File: config.mk
export PLATFORM = sky130hd
export DESIGN_NAME = floor_insert_jump_exec
export DESIGN_NICKNAME = d
export VERILOG_FILES = /design/src/rtl/fp_floor_word.v /design/src/rtl/floor_insert_jump_exec.v
export VERILOG_INCLUDE_DIRS = /design/src /design/src/rtl
export SDC_FILE = /design/constraint.sdc
export NUM_CORES = 1
export LEC_CHECK = 0
export ABC_AREA = 1
export CELL_PAD_IN_SITES_DETAIL_PLACEMENT = 1
export CELL_PAD_IN_SITES_GLOBAL_PLACEMENT = 2
export CORE_MARGIN = 5
export CORE_UTILIZATION = 32
export DETAILED_ROUTE_END_ITERATION = 10
export DONT_BUFFER_PORTS = 1
export PLACE_DENSITY = 0.91
export SYNTH_ARGS = -nofsm -noshare
export SYNTH_HDL_FRONTEND = slang
export SYNTH_SLANG_ARGS = --single-unit
File: constraint.sdc
create_clock -name MCLK -period 11.3 [get_ports MCLK]
set_input_delay 2.26 -clock MCLK [delete_from_list [all_inputs] [get_ports MCLK]]
set_output_delay 2.26 -clock MCLK [all_outputs]
set_load 0.05 [all_outputs]
File: src/rtl/fij_map.vh
// Opcode, field and constant definitions for the execute block
`ifndef FIJ_MAP_VH
`define FIJ_MAP_VH
`define OPC_FP_COPROC 6'h11
`define OPC_SPECIAL3 6'h1F
`define OPC_REGION_JUMP 6'h02
`define OPC_REGION_CALL 6'h03
`define OPC_SPECIAL 6'h00
`define OPC_REGIMM 6'h01
`define FN_FLOOR_W 6'h0F
`define FN_FIELD_MERGE 6'h04
`define FN_JALR 6'h09
`define FMT_SINGLE 5'h10
`define FMT_DOUBLE 5'h11
`define LINK_GPR 5'h1F
`define LINK_OFFSET 32'h0000_0008
`define INT_MAX 32'h7FFF_FFFF
`define INT_MIN_M1 32'h8000_0001
`define INT_ZERO 32'h0000_0000
`define RMODE_FLOOR 2'h3
`define REL_FIELD_MERGE 3'h2
`define REL_CTI_TRAP 3'h6
`define EXC_NONE 3'h0
`define EXC_RESERVED 3'h1
`define EXC_CP_UNUSABLE 3'h2
`define EXC_FP_INVALID 3'h3
`define EXC_FP_UNIMPL 3'h4
`endif

File: src/rtl/fp_floor_word.v
// Floating-point value to 32-bit integer, rounding toward minus infinity
`include "fij_map.vh"
module fp_floor_word (
	input wire [63:0] src,
	input wire is_double,
	output reg [31:0] result,
	output reg invalid,
	output reg inexact,
	output reg unimpl,
	output reg is_nan
);
	reg sign;
	reg [10:0] exp;
	reg [52:0] mant;
	reg mant_nz;
	reg is_special;
	reg signed [12:0] shift;
	reg [116:0] wide;
	reg [63:0] ipart;
	reg frac_nz;
	reg [64:0] mag;
	// Unpack, shift the significand into integer and fraction halves
	always @* begin
		sign = is_double ? src[63] : src[31];
		exp = is_double ? src[62:52] : {3'h0, src[30:23]};
		mant_nz = is_double ? (src[51:0] != 52'h0) : (src[22:0] != 23'h0);
		is_special = is_double ? (exp == 11'h7FF) : (exp == 11'h0FF);
		// Denormals flush toward zero magnitude but still report inexact
		if (is_double)
			mant = {(exp != 11'h0), src[51:0]};
		else
			mant = {(exp != 11'h0), src[22:0], 29'h0};
		if (is_double)
			shift = $signed({2'b00, exp}) - 13'sd1075;
		else
			shift = $signed({2'b00, exp}) - 13'sd1075 + 13'sd896;
		ipart = 64'h0;
		frac_nz = 1'b0;
		wide = 117'h0;
		if (exp == 11'h0) begin
			frac_nz = mant_nz;
		end else if (shift >= 13'sd11) begin
			ipart = 64'hFFFF_FFFF_FFFF_FFFF;
		end else if (shift >= 13'sd0) begin
			ipart = {11'h0, mant} << shift[3:0];
		end else if (shift > -13'sd64) begin
			wide = {mant, 64'h0} >> (-shift);
			// Upper 53 bits hold the integer part after the right shift
			ipart = {11'h0, wide[116:64]};
			frac_nz = (wide[63:0] != 64'h0);
		end else begin
			frac_nz = 1'b1;
		end
		// Floor: negative values with a fraction move one further down
		mag = {1'b0, ipart} + {64'h0, (sign & frac_nz)};
		is_nan = is_special & mant_nz;
		invalid = is_special
			| (!sign & (mag > 65'h0_7FFF_FFFF))
			| (sign & (mag > 65'h0_8000_0000));
		inexact = frac_nz & !is_special;
		unimpl = 1'b0;
		// Default results when trapping is off
		if (!invalid)
			result = sign ? (32'h0 - mag[31:0]) : mag[31:0];
		else
			result = `INT_MAX;
	end
endmodule

File: src/rtl/floor_insert_jump_exec.v
// Execute stage for floor-to-word, field merge and region jump/call
`include "fij_map.vh"
module floor_insert_jump_exec (
	input wire MCLK,
	input wire RST_N,
	input wire ISSUE,
	input wire [31:0] INSTR,
	input wire [31:0] PC,
	input wire [31:0] GPR_SRC,
	input wire [31:0] GPR_TGT,
	input wire [63:0] FPR_SRC,
	input wire CP1_USABLE,
	input wire INVALID_ENABLE,
	input wire NAN_ENCODING_SELECT,
	input wire [2:0] ARCH_RELEASE,
	input wire IS_CTI,
	output reg GPR_WE,
	output reg [4:0] GPR_WADDR,
	output reg [31:0] GPR_WDATA,
	output reg FPR_WE,
	output reg [4:0] FPR_WADDR,
	output reg [31:0] FPR_WDATA,
	output reg FLAG_INVALID,
	output reg FLAG_INEXACT,
	output reg FLAG_UNIMPL,
	output reg EXC_VALID,
	output reg [2:0] EXC_CODE,
	output reg PC_LOAD,
	output reg [31:0] PC_TARGET
);
	//////////////////////////////////////////////////////////////////////
	// Field split
	wire [5:0] opcode = INSTR[31:26];
	wire [4:0] fmt_field = INSTR[25:21];
	wire [4:0] target_gpr_field = INSTR[20:16];
	wire [4:0] source_fp_reg_field = INSTR[15:11];
	wire [4:0] dest_fp_field = INSTR[10:6];
	wire [4:0] msb = INSTR[15:11];
	wire [4:0] lsb = INSTR[10:6];
	wire [5:0] funct = INSTR[5:0];
	wire [25:0] instr_index = INSTR[25:0];
	// Delay-slot tracking
	reg slot_pending_q; // Next issued instruction sits in a delay slot
	reg [31:0] jump_target_q; // Target held until the slot has issued
	// Decode
	wire is_floor = (opcode == `OPC_FP_COPROC) && (funct == `FN_FLOOR_W);
	wire fmt_ok = (fmt_field == `FMT_SINGLE) || (fmt_field == `FMT_DOUBLE);
	wire is_merge = (opcode == `OPC_SPECIAL3) && (funct == `FN_FIELD_MERGE);
	wire is_jump = (opcode == `OPC_REGION_JUMP);
	wire is_call = (opcode == `OPC_REGION_CALL);
	// Converter
	wire [31:0] cvt_result;
	wire cvt_invalid;
	wire cvt_inexact;
	wire cvt_unimpl;
	wire cvt_nan;
	fp_floor_word u_cvt (
		.src(FPR_SRC),
		.is_double(fmt_field == `FMT_DOUBLE),
		.result(cvt_result),
		.invalid(cvt_invalid),
		.inexact(cvt_inexact),
		.unimpl(cvt_unimpl),
		.is_nan(cvt_nan)
	);
	// Field merge mask and result; lsb > msb gives an empty mask, so GPR_TGT passes unchanged
	reg [31:0] mask;
	reg [31:0] merged;
	integer i;
	always @* begin
		for (i = 0; i < 32; i = i + 1)
			mask[i] = (i >= lsb) && (i <= msb);
		merged = (GPR_TGT & ~mask) | ((GPR_SRC << lsb) & mask);
	end
	// Default result chosen by the NaN encoding select
	reg [31:0] def_result;
	always @* begin
		if (!NAN_ENCODING_SELECT)
			def_result = `INT_MAX;
		else if (cvt_nan)
			def_result = `INT_ZERO;
		else if (FPR_SRC[fmt_field == `FMT_DOUBLE ? 63 : 31])
			def_result = `INT_MIN_M1;
		else
			def_result = `INT_MAX;
	end
	// Region target: upper bits from the delay-slot address
	wire [31:0] slot_pc = PC + 32'h0000_0004;
	wire [31:0] region_target = {slot_pc[31:28], instr_index, 2'b00};
	//////////////////////////////////////////////////////////////////////
	// Issue-time outputs, all registered
	always @(posedge MCLK) begin
		if (!RST_N) begin
			GPR_WE <= 1'b0;
			GPR_WADDR <= 5'h0;
			GPR_WDATA <= 32'h0;
			FPR_WE <= 1'b0;
			FPR_WADDR <= 5'h0;
			FPR_WDATA <= 32'h0;
			FLAG_INVALID <= 1'b0;
			FLAG_INEXACT <= 1'b0;
			FLAG_UNIMPL <= 1'b0;
			EXC_VALID <= 1'b0;
			EXC_CODE <= `EXC_NONE;
			PC_LOAD <= 1'b0;
			PC_TARGET <= 32'h0;
			slot_pending_q <= 1'b0;
			jump_target_q <= 32'h0;
		end else begin
			// Pulses default low every cycle
			GPR_WE <= 1'b0;
			FPR_WE <= 1'b0;
			FLAG_INVALID <= 1'b0;
			FLAG_INEXACT <= 1'b0;
			FLAG_UNIMPL <= 1'b0;
			EXC_VALID <= 1'b0;
			PC_LOAD <= 1'b0;
			if (ISSUE) begin
				// Slot instruction issued; now hand over the target
				if (slot_pending_q) begin
					slot_pending_q <= 1'b0;
					PC_LOAD <= 1'b1;
					PC_TARGET <= jump_target_q;
				end
				if (slot_pending_q && IS_CTI
					&& ARCH_RELEASE >= `REL_CTI_TRAP) begin
					EXC_VALID <= 1'b1;
					EXC_CODE <= `EXC_RESERVED;
				end else if (is_floor) begin
					if (!CP1_USABLE) begin
						EXC_VALID <= 1'b1;
						EXC_CODE <= `EXC_CP_UNUSABLE;
					end else if (!fmt_ok) begin
						EXC_VALID <= 1'b1;
						EXC_CODE <= `EXC_RESERVED;
					end else begin
						FLAG_INVALID <= cvt_invalid;
						FLAG_INEXACT <= cvt_inexact & !cvt_invalid;
						FLAG_UNIMPL <= cvt_unimpl;
						FPR_WADDR <= dest_fp_field;
						if (cvt_invalid && INVALID_ENABLE) begin
							EXC_VALID <= 1'b1;
							EXC_CODE <= `EXC_FP_INVALID;
						end else begin
							FPR_WE <= 1'b1;
							FPR_WDATA <= cvt_invalid ? def_result
								: cvt_result;
						end
					end
				end else if (is_merge) begin
					if (ARCH_RELEASE < `REL_FIELD_MERGE) begin
						EXC_VALID <= 1'b1;
						EXC_CODE <= `EXC_RESERVED;
					end else begin
						GPR_WE <= 1'b1;
						GPR_WADDR <= target_gpr_field;
						GPR_WDATA <= merged;
					end
				end else if (is_jump || is_call) begin
					// Target waits for the delay slot to issue
					slot_pending_q <= 1'b1;
					jump_target_q <= region_target;
					if (is_call) begin
						GPR_WE <= 1'b1;
						GPR_WADDR <= `LINK_GPR;
						GPR_WDATA <= PC + `LINK_OFFSET;
					end
				end
			end
		end
	end
endmodule

==> impl_metrics.py <==
metrics = {
    "finish": {
        "fillerInstances": 9362,
        "post_route_cells_drive_above_1_share_pct": 4.693,
        "area_growth_pct": 5.040,
        "seqCellArea_um2": 2863,
        "layout.core_utilization_pct": 33.89,
        "finalInstanceArea_um2": 22320,
        "final_net_count": 4183,
        "total_area_of_multi_input_combinational_cells_um2": 15950,
    },
    "synthesis": {
        "main_area_contributors_after_synthesis": "sky130_fd_sc_hd__nand2_1 (25%), sky130_fd_sc_hd__dfxtp_1 (13%), sky130_fd_sc_hd__o21ai_0 (10%)",
        "synth_warnings": 0,
        "synth_enable_flop_cells": 0,
        "syn_area_um2": 21250,
        "postSynthCellCount": 4155,
        "cell_accounting_for_the_most_synthesized_area": "sky130_fd_sc_hd__nand2_1",
        "synthAdderAreaFrac_pct": 0.5299,
        "asyncSetResetFlopFracSynth_pct": 0,
        "synth-compound-area-share_pct": 17.95,
        "main_combinational_cell_family_by_area_after_synthesis": "simple AND/OR/NAND/NOR gates",
        "yosys.area.top_type_share_pct": 25.37,
        "synth_simple_gate_area_share_pct": 52.84,
        "synth_cell_types": 60,
        "post_synth_xor_area_fraction_pct": 2.455,
        "ff_latch_count_synth": 143,
        "post_synth_mux_area_share_pct": 0.8950,
        "synth.cells.most_frequent": "sky130_fd_sc_hd__nand2_1 (1436), sky130_fd_sc_hd__o21ai_0 (445), sky130_fd_sc_hd__nand3_1 (425), sky130_fd_sc_hd__nor2_1 (421), sky130_fd_sc_hd__inv_1 (338)",
        "syn_avg_cell_area_um2": 5.114,
        "synth_ff_type": "sky130_fd_sc_hd__dfxtp_1",
        "synth_sequential_area_ratio_pct": 13.47,
        "yosysMostFrequentCell": "sky130_fd_sc_hd__nand2_1",
    },
    "critical_path": {
        "setup.worst_path.end_class": "flop",
        "critical_path_maximum_fanout": 64,
        "worst_path_largest_cell_delay_ns": 0.32,
        "arrival_time_worst_endpoint_ns": 10.94,
        "worst_path_max_delay_cell": "sky130_fd_sc_hd__a31oi_1",
        "worst_r2r_endpoint": "GPR_WDATA[15]",
        "crit_required_ns": 11.63,
        "crit_top_cell": "sky130_fd_sc_hd__nand2_1",
        "r2r_cells": 10,
        "source_of_the_worst_register_to_register_timing_path": "slot_pending_q",
        "worstSetupPathType": "input pin to flop",
        "worstSetupStartpointType": "input pin",
        "timing.reg2reg.setup_slack_ns": 9.11,
    },
    "detailed_routing": {
        "vias_per_cell": 5.660,
        "routed_wl_mm": 105.9,
        "drt-pass1-iter-count": 5,
        "detail_route.wl_per_cell_um": 21.83,
        "drc": 0,
        "drt-initial-drc-count": 2139,
        "antenna_violating_nets_post_route": 0,
        "route.vias.total": 27473,
    },
    "timing": {
        "finalHoldViolations": 0,
        "finalMaxSlewViolations": 0,
        "timing.fmax_mhz": 94.23,
        "min_period_ns": 10.61,
        "timing.slew.headroom_pct": 20.92,
        "final.hold.worst_slack_ns": 0.4641,
        "finalSetupViolations": 0,
        "fin_skew_ns": 0.01019,
        "final.period_utilization_pct": 93.91,
        "rsz0062_at_grt": "false",
        "worst_pin_slew_ns": 1.185,
        "final.setup.tns_ns": 0,
    },
    "die": {
        "floorplan.die_area_um2": 71660,
        "floorplan.rows": 94,
        "die-height_um": 267.7,
        "die_width_um": 267.7,
        "top_level_ports": 318,
        "core_footprint_um2": 65860,
        "initial_core_util_pct": 32.26,
    },
    "cts": {
        "root_buffer_master": "sky130_fd_sc_hd__clkbuf_16",
        "cts_inserted_buffers": 17,
        "h_tree_lvls": 4,
        "cts_tree": "yes",
        "cts_sinks": 143,
        "insertion_delay_ns": 0.44,
        "hold_fix_buffers_cts": 0,
        "cts.path.max_buffers": 2,
        "clk_pin_slew_ns": 0.07,
    },
    "global_routing": {
        "grt-ovfl-total": 0,
        "number_of_global_route_vias_before_repair": 26556,
        "grt_start_max_net_pins": 111,
        "grt_pass1_wl_mm": 157.9,
        "grt_util_overall_pct": 27.89,
        "antenna_found_initial": 4,
    },
    "pwr": {
        "cellPowerDensity_nw_per_um2": 94.79,
        "max-vdd-ir-drop_uv": 103.1,
        "cellLeakagePower_nw": 10.56,
        "total_power_w": 0.002116,
    },
    "min_path": {
        "min_delay_worst_endpoint": "jump_target_q[26]",
        "worst_hold_path.num_cells": 2,
        "timing.hold.worst.class": "flop to flop",
        "source_of_the_worst_hold_timing_path": "jump_target_q[26]",
    },
    "job": {
        "max_cap_viols": 0,
    },
    "placement": {
        "place.detailed.hpwl_mm": 84.83,
        "replace_congestion": 1.005,
        "port_buffer_count": 0,
        "post_dp_cell_area_um2": 21660,
    },
    "outcome": {
        "outcome": "complete, no violations",
    },
}
registers in the layout (all words and copies together) (netlist names):
| name | flops |
|---|---|
| EXC_CODE | 2 |
| EXC_VALID | 1 |
| FLAG_INEXACT | 1 |
| FLAG_INVALID | 1 |
| FPR_WADDR | 5 |
| FPR_WDATA | 32 |
| FPR_WE | 1 |
| GPR_WADDR | 5 |
| GPR_WDATA | 32 |
| GPR_WE | 1 |
| PC_LOAD | 1 |
| PC_TARGET | 30 |
| jump_target_q | 30 |
| slot_pending_q | 1 |
how the worst max path moves through the flow:
stage | from | to | slack [ns] | cells after the start
2_1_floorplan | INSTR[21] | FPR_WDATA[10] | 1.37 | 62
3_3_place_gp | INSTR[21] | FPR_WDATA[8] | 0.34 | 59
3_5_place_dp | INSTR[21] | FPR_WDATA[16] | 0.18 | 58
4_1_cts | INSTR[21] | FPR_WDATA[16] | 0.62 | 58
5_1_grt | INSTR[21] | FPR_WDATA[21] | 0.02 | 58
6_report | INSTR[21] | FPR_WDATA[16] | 0.69 | 60
cell usage in the layout (no fill, tap or decap), types with 10 or more instances in the layout:
master,count
sky130_fd_sc_hd__a21oi_1,124
sky130_fd_sc_hd__a31oi_1,22
sky130_fd_sc_hd__buf_4,45
sky130_fd_sc_hd__clkbuf_16,17
sky130_fd_sc_hd__clkinv_1,12
sky130_fd_sc_hd__dfxtp_1,143
sky130_fd_sc_hd__inv_1,336
sky130_fd_sc_hd__inv_2,18
sky130_fd_sc_hd__mux2i_1,19
sky130_fd_sc_hd__nand2_1,1432
sky130_fd_sc_hd__nand2_2,23
sky130_fd_sc_hd__nand3_1,424
sky130_fd_sc_hd__nand3b_1,10
sky130_fd_sc_hd__nand4_1,167
sky130_fd_sc_hd__nor2_1,420
sky130_fd_sc_hd__nor2_2,13
sky130_fd_sc_hd__nor3_1,37
sky130_fd_sc_hd__nor4_1,27
sky130_fd_sc_hd__o211ai_1,23
sky130_fd_sc_hd__o21ai_0,443
sky130_fd_sc_hd__o21ai_1,14
sky130_fd_sc_hd__xnor2_1,13
sky130_fd_sc_hd__xor2_1,39
cell type report:
type	instances	area share, %
Inverter	368	6.211
Clock buffer	17	1.906
Timing Repair Buffer	50	2.029
Tap cell	864	4.843
Clock inverter	15	0.6726
Sequential cell	143	12.83
Antenna cell	5	0.05605
Multi-Input combinational cell	3392	71.46
worst max-delay path: cells and delay by family:
family	cells	cell delay, ns
AND/OR/NAND/NOR	44	5.74
buffers and inverters	9	1.30
adder cells (fa/ha/maj)	4	0.98
AO/OA/AOI/OAI	3	0.62
what timing repair did:
action                     CTS  global route
resized for setup            0            11
buffers inserted             0             2
setup endpoints to repair    0            32
where the power goes:
group / total (W) / switching (W) / leakage, nW / internal, W
Combinational: 0.00105 / 0.000775 / 9.13 / 0.000275
Sequential: 0.000513 / 0.00000693 / 1.15 / 0.000506
Clock: 0.000552 / 0.000259 / 0.278 / 0.000293
Total: 0.00212 / 0.00104 / 10.6 / 0.00107
metrics by stage:
| stage | std cells | setup WS (ns) |
|---|---|---|
| floorplan | 4158 | 1.372 |
| global placement | 4815 | 0.3360 |
| detailed placement | 4815 | 0.1817 |
| CTS | 4847 | 0.6184 |
| global route | 4852 | 0.02188 |
| finish | 4854 | 0.6878 |
cell families (layout without fill, tap and decap cells):
kind of cell	count (synthesis)	count (layout)
mux	19	19
fa+ha+maj	9	9
buf+inv	623	450
xor+xnor	57	57
compound gates	699	699
simple gates	2604	2604
other cells	1	9
flops	143	143
metal layers:
metal,routed length (um),track usage [%]
met4,4253,10.23
met3,7003,4.171
met1,45020,35.22
met2,49670,48.23
met5,0,0
Note: power is estimated with default switching activity, not from simulation.
